[config.mk]
export PLATFORM = sky130hd
export DESIGN_NAME = mcs_top
export DESIGN_NICKNAME = d
export VERILOG_FILES = /design/src/mcs_pkg.sv /design/src/mcs_rom.sv /design/src/mcs_top.sv
export VERILOG_INCLUDE_DIRS = /design/src
export SDC_FILE = /design/constraint.sdc
export NUM_CORES = 1
export LEC_CHECK = 0
export BUFFER_PORTS_ARGS = -buffer_cell sky130_fd_sc_hd__buf_2
export CORE_MARGIN = 10
export CORE_UTILIZATION = 35
export CTS_BUF_LIST = sky130_fd_sc_hd__clkbuf_16
export DETAILED_ROUTE_END_ITERATION = 8
export PLACE_DENSITY = 0.66
export SLEW_MARGIN = 20
export SYNTH_ARGS = -nofsm -noshare
export SYNTH_HDL_FRONTEND = slang
export SYNTH_SLANG_ARGS = --single-unit
[constraint.sdc]
create_clock -name i_clk -period 3.5 [get_ports i_clk]
set_clock_uncertainty 0.05 [all_clocks]
set_input_delay 0.7 -clock i_clk [delete_from_list [all_inputs] [get_ports i_clk]]
set_output_delay 0.7 -clock i_clk [all_outputs]
set_load 0.01 [all_outputs]
[src/mcs_defs.svh]
// Constants for the microprogram control store block
`ifndef MCS_DEFS_SVH
`define MCS_DEFS_SVH
`define MCS_ADDR_W      12
`define MCS_WORD_W      48
`define MCS_SENSE_W     60
`define MCS_MOD_WORDS   256
`define MCS_MODULES     8
`define MCS_SMALL_WORDS 2048
`define MCS_LARGE_WORDS 4096
`define MCS_HALF_W      6
`define MCS_RESET_ADDR  12'h000
`define MCS_SRC_OLD_CYL 4'h1
`define MCS_SRC_IE      4'h2
`define MCS_IE_STD_BIT  7
`define MCS_ALT_B5      5
`define MCS_ALT_B6      6
`define MCS_IE_B3       3
`endif

[src/mcs_pkg.sv]
// Types for the microprogram control store block
package mcs_pkg;
  typedef struct packed {
    logic [15:0] misc;
    logic [3:0]  dest;
    logic [3:0]  b_src;
    logic [3:0]  a_src;
    logic [3:0]  alu_fn;
    logic [3:0]  branch_sel;
    logic [11:0] next_addr;
  } mcs_uword_t;

  typedef struct packed {
    logic [15:0] dest_strobe;
    logic [3:0]  alu_fn;
    logic [3:0]  b_src;
    logic [3:0]  a_src;
    logic [15:0] misc;
  } mcs_ctrl_t;
endpackage

[src/mcs_rom.sv]
// Fixed read-only control store array with module/gate/driver decode
`timescale 1ns/10ps
`include "mcs_defs.svh"
module mcs_rom #(
  parameter bit LARGE_STORE = 1'b0
) (
  input  wire logic [11:0] i_addr,
  output logic      [47:0] o_word
);
  // Module, gate and driver fields of the address
  wire logic [5:0] gate_sel;
  wire logic [5:0] drv_sel;
  wire logic [2:0] module_no;
  wire logic       word_b;
  wire logic [11:0] a_addr;
  wire logic [11:0] b_addr;
  wire logic [59:0] a_sense;
  wire logic [59:0] b_sense;
  wire logic [59:0] sense;

  assign gate_sel  = {i_addr[11] & LARGE_STORE, i_addr[10:6]};
  assign drv_sel   = i_addr[5:0];
  assign module_no = i_addr[10:8];
  assign word_b    = gate_sel[0];
  assign a_addr    = {gate_sel[5:1], 1'b0, drv_sel};
  assign b_addr    = {gate_sel[5:1], 1'b1, drv_sel};

  // Fixed contents: each tape holds an A and a B word on 60 cores
  function automatic logic [59:0] tape_word(input logic [11:0] a);
    logic [59:0] w;
    w = {a[11:0], a ^ 12'ha5c, ~a, a[5:0], a[11:6], 12'h000};
    w[11:0] = a + 12'h001;
    return w;
  endfunction

  assign a_sense = tape_word(a_addr);
  assign b_sense = tape_word(b_addr);
  assign sense   = word_b ? b_sense : a_sense;
  // A sensed pulse is a one, no pulse a zero; top 12 cores unused
  assign o_word = sense[47:0];
  wire logic unused_ok;
  assign unused_ok = &{1'b0, module_no, sense[59:48]};
endmodule

[src/mcs_top.sv]
// Microprogram sequencer front end: control store, latches, gates
// How it works
// - Gate selected drive's cylinder address onto A bus.
// - Standard tag bit 7 drives input element 7.
// - Alternate tag 5 to IE5; 6 to IE3,IE6.
// - One 48-bit word per read.
// - Latch each word, decode into controls.
// - Word field gives next address.
// - 12-bit address from upper and lower halves.
// - Small store holds 2048 words, eight modules.
// - Each module holds 256 words of 48 bits.
// - Twelve spare bit positions are ignored.
// - Store is read-only, no write path.
// - Optional feature gives a 4K store.
// - Each tape holds A and B words, one chosen.
// - Sensed pulse reads one, none reads zero.
// - Small store ignores top upper-address bit.
// - Bits 11-6 gate, 5-0 driver, 10-8 module.
`timescale 1ns/10ps
`include "mcs_defs.svh"
module mcs_top #(
  parameter bit LARGE_STORE = 1'b0
) (
  input  wire logic                  i_clk,
  input  wire logic                  i_rst_n,
  input  wire logic                  i_hold,
  input  wire logic [15:0]           i_cond,
  input  wire logic [7:0]            i_file_tag_reg,
  input  wire logic [7:0]            i_alt_file_tag_reg,
  input  wire logic [7:0]            i_cyl_addr,
  output logic      [11:0]           o_addr,
  output mcs_pkg::mcs_uword_t        o_uword,
  output mcs_pkg::mcs_ctrl_t         o_ctrl,
  output logic      [7:0]            o_input_element_gates,
  output logic      [7:0]            o_a_bus,
  output logic                       o_a_bus_valid
);
  logic [5:0]          upper_q;
  logic [5:0]          lower_q;
  logic [11:0]         addr_d;
  mcs_pkg::mcs_uword_t word_q;
  logic [47:0]         rom_word;
  logic [7:0]          cyl_s1_q;
  logic [7:0]          cyl_s2_q;
  logic [7:0]          cyl_s3_q;
  logic [7:0]          cyl_q;
  logic [7:0]          ie_q;
  logic [7:0]          a_bus_q;
  logic                a_valid_q;

  // Branch: selected condition ORs into the low address bit
  wire logic        br_enable;
  wire logic        br_cond;
  wire logic        br_take;
  wire logic [11:0] cur_addr;
  wire logic [11:0] next_raw;
  wire logic [11:0] next_addr;
  wire logic [5:0]  upper_d;
  wire logic [5:0]  lower_d;

  // Data path selects
  wire logic [7:0]  ie_d;
  wire logic        sel_old_cyl;
  wire logic        sel_ie;
  wire logic [7:0]  a_bus_d;
  wire logic        a_valid_d;
  wire logic [15:0] dest_hot;

  // Condition zero means no branch, so input 0 never steers
  assign br_enable = (word_q.branch_sel != 4'h0);
  assign br_cond   = i_cond[word_q.branch_sel];
  assign br_take   = br_enable & br_cond;
  assign cur_addr  = {upper_q, lower_q};
  assign next_raw  = {word_q.next_addr[11:1],
                      word_q.next_addr[0] | br_take};
  assign next_addr = LARGE_STORE ? next_raw
                                 : {1'b0, next_raw[10:0]};
  // Hold re-reads the word at the current address
  assign addr_d    = i_hold ? cur_addr : next_addr;
  assign upper_d   = addr_d[11:6];
  assign lower_d   = addr_d[5:0];

  // Store returns one word per address and has no write port
  mcs_rom #(
    .LARGE_STORE (LARGE_STORE)
  ) u_rom (
    .i_addr (addr_d),
    .o_word (rom_word)
  );

  // Address halves load addr_d every cycle, from zero after reset; hold reloads the current address
  always_ff @(posedge i_clk or negedge i_rst_n) begin
    if (!i_rst_n) begin
      upper_q <= 6'h00;
      lower_q <= 6'h00;
    end else begin
      upper_q <= upper_d;
      lower_q <= lower_d;
    end
  end

  // Word latch
  always_ff @(posedge i_clk or negedge i_rst_n) begin
    if (!i_rst_n) begin
      word_q <= '0;
    end else begin
      word_q <= rom_word;
    end
  end

  // Cylinder address from the drive crosses in through three stages
  genvar gi;
  generate
    for (gi = 0; gi < 8; gi++) begin : g_cyl
      // Three-stage chain for the drive's level
      always_ff @(posedge i_clk or negedge i_rst_n) begin
        if (!i_rst_n) begin
          cyl_s1_q[gi] <= 1'b0;
          cyl_s2_q[gi] <= 1'b0;
          cyl_s3_q[gi] <= 1'b0;
        end else begin
          cyl_s1_q[gi] <= i_cyl_addr[gi];
          cyl_s2_q[gi] <= cyl_s1_q[gi];
          cyl_s3_q[gi] <= cyl_s2_q[gi];
        end
      end

      // Accept a new level only once the last two stages agree
      always_ff @(posedge i_clk or negedge i_rst_n) begin
        if (!i_rst_n) begin
          cyl_q[gi] <= 1'b0;
        end else if (cyl_s2_q[gi] == cyl_s3_q[gi]) begin
          cyl_q[gi] <= cyl_s3_q[gi];
        end
      end
    end
  endgenerate

  // Device type identification bits, one gate per position
  genvar ge;
  generate
    for (ge = 0; ge < 8; ge++) begin : g_ie
      if (ge == `MCS_IE_STD_BIT) begin : g_std
        assign ie_d[ge] = i_file_tag_reg[`MCS_IE_STD_BIT];
      end else if (ge == `MCS_ALT_B5) begin : g_alt5
        assign ie_d[ge] = i_alt_file_tag_reg[`MCS_ALT_B5];
      end else if (ge == `MCS_ALT_B6 || ge == `MCS_IE_B3) begin : g_alt6
        assign ie_d[ge] = i_alt_file_tag_reg[`MCS_ALT_B6];
      end else begin : g_none
        assign ie_d[ge] = 1'b0;
      end
    end
  endgenerate

  // A bus source picked by the latched word
  assign sel_old_cyl = (word_q.a_src == `MCS_SRC_OLD_CYL);
  assign sel_ie      = (word_q.a_src == `MCS_SRC_IE);
  assign a_bus_d     = sel_old_cyl ? cyl_q :
                       sel_ie      ? ie_d  : 8'h00;
  assign a_valid_d   = sel_old_cyl | sel_ie;

  // Input element gates
  always_ff @(posedge i_clk or negedge i_rst_n) begin
    if (!i_rst_n) begin
      ie_q <= 8'h00;
    end else begin
      ie_q <= ie_d;
    end
  end

  // A bus data
  always_ff @(posedge i_clk or negedge i_rst_n) begin
    if (!i_rst_n) begin
      a_bus_q <= 8'h00;
    end else begin
      a_bus_q <= a_bus_d;
    end
  end

  // A bus qualifier
  always_ff @(posedge i_clk or negedge i_rst_n) begin
    if (!i_rst_n) begin
      a_valid_q <= 1'b0;
    end else begin
      a_valid_q <= a_valid_d;
    end
  end

  // One strobe per destination code
  genvar gd;
  generate
    for (gd = 0; gd < 16; gd++) begin : g_dest
      assign dest_hot[gd] = (word_q.dest == 4'(gd));
    end
  endgenerate

  // Latched word fields, high to low: misc, dest, b_src, a_src,
  // alu_fn, branch_sel, next_addr; controls below decode them
  assign o_ctrl.dest_strobe = dest_hot;
  assign o_ctrl.alu_fn      = word_q.alu_fn;
  assign o_ctrl.a_src       = word_q.a_src;
  assign o_ctrl.b_src       = word_q.b_src;
  assign o_ctrl.misc        = word_q.misc;

  // Outputs straight from flip-flops
  assign o_addr                = cur_addr;
  assign o_uword               = word_q;
  assign o_input_element_gates = ie_q;
  assign o_a_bus               = a_bus_q;
  assign o_a_bus_valid         = a_valid_q;
endmodule

=== Yosys cells after proc, flatten, opt, wreduce, memory -nomap -nowiden ===
Index checks and enable logic that the tools add are counted.

* Add/sub/neg operators: 2
* Magnitude comparators: 1
* Equal/unequal tests: 25
* Muxes and demuxes: 6
* Bitwise logic cells: 7
* Reductions and logical operators: 2

{| class="wikitable"
|+ Operators by type and width
! cell !! number
|-
| $mux 48 || 1
|-
| $eq 4x4->1 const B || 8
|-
| $add 11x1->12 const B || 2
|-
| $not 11->12 || 2
|-
| $eq 4x3->1 const B || 4
|-
| $mux 8 || 2
|-
| $eq 4x2->1 const B || 3
|-
| $not 5->6 || 2
|-
| $mux 11 || 1
|-
| $eq 1x1->1 || 8
|-
| $eq 4x1->1 const B || 2
|-
| $lt 4x5->1 const B || 1
|-
| $bmux 1 s4 || 1
|-
| $logic_not 4->1 || 1
|-
| $reduce_bool 4->1 || 1
|-
| $or 1x1->1 || 2
|-
| $and 1x1->1 || 1
|-
| $mux 1 || 1
|}

* Register bits: 104
* Bits of input ports: 43
* Output and inout port bits: 121
* Word-level logic and storage cells: 87

=== Longest topological paths before layout ===
Gate-level depths: netlist of the first run.

* Word-level depth: 7
* Mapped depth: 10
* Depth with buffers taken out: 9

=== Modules after synthesis ===
From an unflattened synthesis of the first run, not the netlist that was laid out.

* Cell total of the unflattened synthesis: 280
* Area total of the unflattened synthesis: 3,876.2 µm²

{| class="wikitable"
|+ Modules (own cells, without submodules)
! module !! times used !! cells an instance !! area an instance (µm²) !! seq. area each (µm²)
|-
| mcs_top || 1 || 217 || 3,447.1 || 2,602.5
|-
| mcs_rom || 1 || 63 || 429.2 || 0.0
|}

=== Least setup slack after synthesis of the first run ===
OpenSTA, ideal clock, no wires.

* Path type: input-to-reg
* From: input i_cond[2]
* To: register word_q, in the netlist o_uword[10]
* Library setup time: 0.080 ns
* Data arrival time: 2.257 ns
* Required time: 3.370 ns
* Setup slack: 1.113 ns
* Stages on the path: 9
* Buffers on the path: 0
* Cell sequence: mux2_4 -> a221oi_2 -> a311oi_1 -> o221ai_1 -> inv_1 -> ha_1 -> nand2_1 -> nor4_1 -> xnor2_1

* Word-level cells in the longest chain between the ends: 7
* Elaborated cells on any way between the ends: 8
* Those cells by class: add/sub (2); mux (4); bitwise (2)

{| class="wikitable"
|+ Ends and longest elaborated chain
! item !! RTL line !! source
|-
| from (decl) || mcs_top.sv:27 || <nowiki>input wire logic [15:0] i_cond,</nowiki>
|-
| $bmux 1 s4 * || mcs_top.sv:71 || <nowiki>assign br_cond = i_cond[word_q.branch_sel];</nowiki>
|-
| $mux 1 (not written as such) * || mcs_top.sv:71 ||
|-
| $and 1x1->1 * || mcs_top.sv:72 || <nowiki>assign br_take = br_enable & br_cond;</nowiki>
|-
| $or 1x1->1 * || mcs_top.sv:75 || <nowiki>word_q.next_addr[0] | br_take};</nowiki>
|-
| $mux 11 * || mcs_top.sv:79 || <nowiki>assign addr_d = i_hold ? cur_addr : next_addr;</nowiki>
|-
| named net addr_d[0] || mcs_top.sv:40 || <nowiki>logic [11:0] addr_d;</nowiki>
|-
| $add 11x1->12 || mcs_rom.sv:32 || <nowiki>w[11:0] = a + 12'h001;</nowiki>
|-
| $mux 48 * || mcs_rom.sv:38 || <nowiki>assign sense = word_b ? b_sense : a_sense;</nowiki>
|-
| named net rom_word[10] || mcs_top.sv:42 || <nowiki>logic [47:0] rom_word;</nowiki>
|-
| to (signal assigned) || mcs_top.sv:107 || <nowiki>word_q <= rom_word;</nowiki>
|-
| to (decl) || mcs_top.sv:41 || <nowiki>mcs_pkg::mcs_uword_t word_q;</nowiki>
|}

The timed path passes the listed nets; every way through them passes the cells marked *. The select of a mux whose other input is x is not followed.
A chain may end at the register's enable or synchronous reset.

=== Worst setup path after layout of the first run ===
* From: register word_q, in the netlist o_uword[12]
* To: register word_q, in the netlist o_uword[10]

* Word-level cells in the longest chain between the ends: 7
* Elaborated cells on any way between the ends: 9
* Those cells by class: add/sub (2); mux (4); bitwise (2); reduce/logical (1)

{| class="wikitable"
|+ Ends and longest elaborated chain
! item !! RTL line
|-
| $bmux 1 s4 || mcs_top.sv:71
|-
| $mux 1 (not written as such) || mcs_top.sv:71
|-
| $and 1x1->1 * || mcs_top.sv:72
|-
| $or 1x1->1 * || mcs_top.sv:75
|-
| $mux 11 * || mcs_top.sv:79
|-
| named net addr_d[0] || mcs_top.sv:40
|-
| $add 11x1->12 || mcs_rom.sv:32
|-
| $mux 48 * || mcs_rom.sv:38
|-
| named net rom_word[10] || mcs_top.sv:42
|}

Marks and branches as above.

==> results.sh, run 1 <==
export IMPL_cts_sinks=79
export IMPL_cellPowerDensity_nw_per_um2=743.7
export IMPL_path_class="flop to flop"
export IMPL_power_leakage_uw=0.002074
export IMPL_io_buffer_count=142
export IMPL_fp_dieW_um=116.3
export IMPL_diodes=0
export IMPL_synth_area_leaders="dfrtp_1, buf_4, mux2i_1"
export IMPL_antenna_left=0
export IMPL_grt_pass1_wl_mm=10.78
export IMPL_seqPwrFrac=0.413
export IMPL_clock_fmax_mhz=362.8
export IMPL_drt_iter0_markers=105
export IMPL_fin_crit_sh=0.7875
export IMPL_wl_met3_um=699
export IMPL_yosysSeqAreaShare=0.6089
export IMPL_io_pins=164
export IMPL_grt_max_degree=80
export IMPL_num_rows=35
export IMPL_wl_met2_mm=3.451
export IMPL_cts_buffers=9
export IMPL_grt_pass1_vias=2019
export IMPL_reg2reg_slack_ns=0.74
export IMPL_overflow=0
export IMPL_tns_ns=0
export IMPL_switching_share=0.3322
export IMPL_fin_nets=400
export IMPL_drtPass1Iterations=4
export IMPL_dp_slack_ns=0.6447
export IMPL_syn_inst=260
export IMPL_maxSlewViolCount=0
export IMPL_pwr_share_comb=0.281
export IMPL_ff2ff_path_depth=9
export IMPL_fin_ws_ns=0.7436
export IMPL_crit_arrival_ns=2.95
export IMPL_slowest_stage="dfrtp_1"
export IMPL_vias_per_cell=4.292
export IMPL_dp_cells=456
export IMPL_drc=0
export IMPL_synth_cell_types=36
export IMPL_mostFrequentLayoutCells="buf_2, dfrtp_1, nor2_1, mux2i_1, inv_1"
export IMPL_worst_path_max_fanout=11
export IMPL_relSlewSlack=0.3660
export IMPL_layout_commonest_cell="buf_2"
export IMPL_cp_cell_sequence="mux2_4 -> a221oi_2 -> a311oi_1 -> o221ai_1 -> inv_1 -> ha_1 -> nand2_1 -> nor4_1 -> xnor2_1"
export IMPL_syn_avg_cell_area_um2=12.49
export IMPL_antenna_found_initial=0
export IMPL_min_path_type="flop to flop"
export IMPL_p_int_uw=1960
export IMPL_finalHoldViolCount=0
export IMPL_tightest_slew_ns=0.9511
export IMPL_top_layer_used="met4"
export IMPL_status="finished clean"
export IMPL_cts_resized=0
export IMPL_clock_path_buffers=2
export IMPL_cts_root_buf="clkbuf_16"
export IMPL_areaGrowthSynthToFinish_pct=21.58
export IMPL_startpoint_type="flop"
export IMPL_die_h_um=116.3
export IMPL_cts_max_level=3
export IMPL_m1WireLength_mm=2.819
export IMPL_wl_per_cell_um=15.05
export IMPL_via_count=2026
export IMPL_wl_mm=7.103
export IMPL_p_sw_uw=975.3
export IMPL_maxCapViolCount=0
export IMPL_cts_tree="yes"
export IMPL_die_area_um2=13530
export IMPL_dp_hpwl_mm=5.570
export IMPL_reg2reg_to="o_uword[10]$_DFF_PN0_"
export IMPL_insertion_delay_ns=0.33
export IMPL_timing_rr_start="o_uword[12]$_DFF_PN0_"
export IMPL_ir_drop_uv=226.3
export IMPL_hold_depth=0
export IMPL_synth_top_cell_area_share=0.6089
export IMPL_holdWs_ns=0.2963
export IMPL_postCtsHoldBufs=0
export IMPL_rsz0062_at_grt="false"
export IMPL_yosys_warnings=0
export IMPL_final_instance_count_excl_fill=472
export IMPL_track_usage=0.1044
export IMPL_initial_core_util=0.3548
export IMPL_place_gp_congestion=0.7874
export IMPL_setup_violations_final=0
export IMPL_layout_drive_gt1_share=0.4626
export IMPL_critPathRequiredTime_ns=3.70
export IMPL_cts_setup_buffers=0
export IMPL_min_to="cyl_s2_q[4]$_DFF_PN0_"
export IMPL_clk_pin_slew_ns=0.06
export IMPL_min_delay_start="cyl_s1_q[4]$_DFF_PN0_"
export IMPL_end_kind="flop"
export IMPL_netlist_area_um2=3247
export IMPL_clockPowerShare=0.306
export IMPL_layout_min_cycle_time_ns=2.756
export IMPL_final_core_util=0.4313
export IMPL_synth_top_cell_by_area="dfrtp_1"
export IMPL_cpPeakStageDelay_ns=0.61
export IMPL_ys_seq_elements=79
export IMPL_coreArea_um2=9153
sequential cells by signal (all words and copies together), names as in the netlist:
register and count:
o_a_bus 8, o_input_element_gates 3, o_ctrl 15, cyl_s1_q 8, cyl_s2_q 8, cyl_q 8
cyl_s3_q 8, o_uword 19, upper_q 1, o_a_bus_valid 1
final cells by class:
type / instances / area, um2
multi-input cells: 112 / 778.2
repair buffers: 142 / 713.2
fillers: 872 / 5205
clock inverters: 7 / 70.07
flip-flops and latches: 79 / 1977
clock buffers: 9 / 225.2
inverters: 12 / 45.04
well taps: 111 / 138.9
layer usage:
metal,GRT usage,vias to the layer above
met4,0.04754,0
li1,-,987
met5,0,-
met1,0.1194,948
met3,0.03749,9
met2,0.1716,82
logic make-up (layout without fill, tap and decap cells):
group,Yosys count,after routing,synth area share
flops,79,79,0.6089
buf+inv,75,170,0.1584
simple gates,56,56,0.08786
mux,16,16,0.05549
compound gates,14,14,0.03429
fa+ha+maj,9,9,0.02852
xor+xnor,9,9,0.02428
other cells,2,8,0.002313
critical path: cells and delay by family (launching register included):
family	cells	cell delay (ns)
xor+xnor	1	0.16
fa+ha+maj	1	0.19
simple gates	2	0.51
buf+inv	1	0.11
mux	1	0.24
compound gates	3	0.79
flops	1	0.61
through the flow:
stage                     instance area, um2  total power, uW
after global routing                    3948             3138
after global placement                  3652             2063
after floorplan                         3269             1845
after CTS                               3948             2994
final                                   3948             2936
after detailed placement                3652             2078
power groups by stage:
stage          clock network (uW)  registers (uW)  logic [uW]
6_report                      898            1210         826
5_1_grt                       979            1250         908
4_1_cts                       929            1220         845
3_5_place_dp                    0            1240         842
3_3_place_gp                    0            1230         835
2_1_floorplan                   0            1270         580
synthesized netlist by cell type (all sizes together):
library cell,instances
mux2i,12
mux2,3
nor3b,1
o211ai,1
nand2,6
nand2b,4
a311oi,1
ha,1
mux4,1
nor2,20
buf,61
a22oi,2
and3,4
xnor2,9
clkbuf,2
or4,1
o21ai,1
maj3,8
a21oi,4
nand3,1
inv,12
conb,2
a221oi,1
o221ai,2
nor4,2
or3,2
nor2b,5
nor3,9
a32oi,2
dfrtp,79
or2,1
worst max path at each step:
stage / to / start / cells after the start / slack, ns
2_1_floorplan: o_uword[10]$_DFF_PN0_ / i_cond[2] / 9 / 1.11
5_1_grt: o_uword[10]$_DFF_PN0_ / o_uword[12]$_DFF_PN0_ / 9 / 0.44
4_1_cts: o_uword[10]$_DFF_PN0_ / o_uword[12]$_DFF_PN0_ / 9 / 0.68
3_5_place_dp: o_uword[10]$_DFF_PN0_ / i_cond[3] / 10 / 0.64
6_report: o_uword[10]$_DFF_PN0_ / o_uword[12]$_DFF_PN0_ / 9 / 0.74
3_3_place_gp: o_uword[10]$_DFF_PN0_ / i_cond[3] / 10 / 0.71
No activity file was read; power rests on OpenSTA's default activity.
==> run 2: changes to the inputs <==
- ABC_AREA: default -> 1
- PLACE_DENSITY: 0.66 -> 0.68
- clock period: 3.5 -> 2.4 ns (I/O delays scaled with it)
==> results.sh, run 2 <==
export IMPL_status="finished clean"
export IMPL_grt_pass1_wl_mm=12.27
export IMPL_netlist_area_um2=3368
export IMPL_ff2ff_path_depth=14
export IMPL_cts_root_buf="clkbuf_16"
export IMPL_top_usage_layer="met2"
export IMPL_synth_commonest_cells="dfrtp_1, buf_4, nand2_1, inv_1, nor2_1"
export IMPL_layout_min_cycle_time_ns=2.151
export IMPL_coreArea_um2=9328
export IMPL_largest_reg_flops=19
export IMPL_drtPass1Iterations=4
export IMPL_dp_cells=544
export IMPL_antenna_left=0
export IMPL_worst_path_max_fanout=7
export IMPL_fp_dieW_um=118.1
export IMPL_rsz0062_at_grt="false"
export IMPL_via_count=2317
export IMPL_synth_cell_types=26
export IMPL_layout_commonest_cell="buf_2"
export IMPL_dp_slack_ns=0.07417
export IMPL_fillers=881
export IMPL_power_leakage_uw=0.002236
export IMPL_yosysSeqAreaShare=0.5869
export IMPL_reg2reg_slack_ns=0.25
export IMPL_diodes=0
export IMPL_die_h_um=118.1
export IMPL_io_buffer_count=142
export IMPL_use_met2=0.1798
export IMPL_finalHoldViolCount=0
export IMPL_initial_core_util=0.3611
export IMPL_clk_pin_slew_ns=0.06
export IMPL_path_class="flop to flop"
export IMPL_wl_mm=7.751
export IMPL_startpoint_type="flop"
export IMPL_yosys_warnings=0
export IMPL_fin_nets=474
export IMPL_clock_path_buffers=2
export IMPL_critPathRequiredTime_ns=2.54
export IMPL_synth_area_leaders="dfrtp_1, buf_4, nand2_1"
export IMPL_min_path_type="input pin to asynchronous set/reset pin"
export IMPL_cts_tree="yes"
export IMPL_fin_ws_ns=0.2490
export IMPL_use_met1=0.1158
export IMPL_crit_arrival_ns=2.29
export IMPL_maxSlewViolCount=0
export IMPL_cts_sinks=79
export IMPL_insertion_delay_ns=0.32
export IMPL_setup_violations_final=0
export IMPL_ir_drop_uv=618.3
export IMPL_cts_max_level=3
export IMPL_cellPowerDensity_nw_per_um2=1203
export IMPL_cts_buffers=9
export IMPL_layout_drive_gt1_share=0.4263
export IMPL_io_pins=164
export IMPL_synth_top_cell_by_area="dfrtp_1"
export IMPL_grt_pass1_vias=2434
export IMPL_overflow=0
export IMPL_syn_inst=327
export IMPL_track_usage=0.1067
export IMPL_async_flop_share=1.000
export IMPL_timing_rr_start="o_uword[12]$_DFF_PN0_"
export IMPL_drc=0
export IMPL_antenna_found_initial=0
export IMPL_mostFrequentLayoutCells="buf_2, dfrtp_1, nand2_1, inv_1, nor2_1"
export IMPL_final_instance_count_excl_fill=563
export IMPL_synth_edf_count=0
export IMPL_synth_top_cell_area_share=0.5869
export IMPL_num_rows=35
export IMPL_critPathLaunch="o_uword[12]$_DFF_PN0_"
export IMPL_dp_hpwl_mm=6.147
export IMPL_vias_per_cell=4.115
export IMPL_end_kind="flop"
export IMPL_clock_fmax_mhz=464.9
export IMPL_synthFlopType="dfrtp_1"
export IMPL_drt_iter0_markers=74
export IMPL_tns_ns=0
export IMPL_grt_max_degree=45
export IMPL_syn_avg_cell_area_um2=10.30
export IMPL_ys_seq_elements=79
export IMPL_yosysMostFrequentCell="dfrtp_1"
export IMPL_fin_crit_sh=0.8962
export IMPL_maxCapViolCount=0
export IMPL_place_gp_congestion=0.8739
export IMPL_met3_usage=0.04029
export IMPL_die_area_um2=13950
export IMPL_wl_per_cell_um=13.77
export IMPL_reg2reg_to="o_uword[10]$_DFF_PN0_"
export IMPL_areaGrowthSynthToFinish_pct=22.81
-- run 2: changes by cell type after synthesis, moves of 5 or more --
cell / change
nand2_1: +49
inv_1: +30
nand3_1: +15
mux2i_1: -12
xnor2_1: -9
nor3_1: -8
o21ai_2: +8
nor2_1: +7
xor2_1: +7
nor2b_1: -5
-- run 2: kinds of logic after synthesis --
logic type | after synthesis | synth area share
buffers and inverters | 107 | 0.1909
and+or+nand+nor | 106 | 0.1367
DFF | 79 | 0.5869
AOI/OAI and AO/OA | 17 | 0.03752
adders and majority gates | 9 | 0.02749
xor gates and xnor gates | 7 | 0.01820
other | 2 | 0.002230
-- run 2: layout make-up --
cell class / instances / area (um2) / share of cell area
Sequential cell: 79 / 1979 / 0.4785
Multi-Input combinational cell: 147 / 783.3 / 0.1894
Timing Repair Buffer: 148 / 770.7 / 0.1863
Clock buffer: 9 / 225.2 / 0.05445
Inverter: 45 / 171.4 / 0.04144
Tap cell: 129 / 161.4 / 0.03902
Clock inverter: 6 / 45.04 / 0.01089
-- run 2: critical path: stages (launching register included) --
cell and delay, ns:
dfrtp_2 0.40, buf_4 0.15, nand2_1 0.05, a21oi_1 0.11
nand2_1 0.06, nand2_1 0.06, nand2_1 0.05, nand3_2 0.13
nand2_1 0.10, inv_1 0.14, ha_4 0.18, nand4_2 0.14
nor2_2 0.17, nand2_1 0.08, xor2_1 0.14
-- run 2: worst max-delay path by stage --
stage | to | slack, ns | cells after the start
final | o_uword[10]$_DFF_PN0_ | 0.25 | 14
after CTS | o_uword[10]$_DFF_PN0_ | 0.06 | 14
after global routing | o_uword[10]$_DFF_PN0_ | 0.01 | 14
after floorplan | o_uword[10]$_DFF_PN0_ | 0.42 | 15
after global placement | o_uword[10]$_DFF_PN0_ | 0.16 | 14
after detailed placement | o_uword[8]$_DFF_PN0_ | 0.07 | 14
-- run 2: repair_timing --
item,CTS,global route
hold buffers,0,0
setup buffers,0,4
setup endpoints to repair,0,2
resized for setup,0,6
-- run 2: routing by layer --
metal | routed length (um) | share of wire
met4 | 157 | 0.020
met3 | 637 | 0.082
met1 | 3104 | 0.40
met2 | 3852 | 0.50
met5 | 0 | 0
-- run 2: power breakdown --
part	total, uW	internal (uW)	leakage [uW]	switching [uW]
clock network	1220	699	0.000124	521
registers	1850	1620	0.000933	231
logic	1910	726	0.00118	1180
total	4970	3040	0.00224	1930
-- run 2: metrics by stage --
step                hold slack [ns]  area, um2  total power, uW    util
finish                      0.06664       4136             4975  0.4435
global route                0.09660       4136             5340  0.4435
CTS                         0.07886       4091             4988  0.4386
detailed placement           0.2847       3821             3748  0.4097
global placement             0.2827       3821             3703  0.4097
floorplan                    0.1344       3391             3290       -
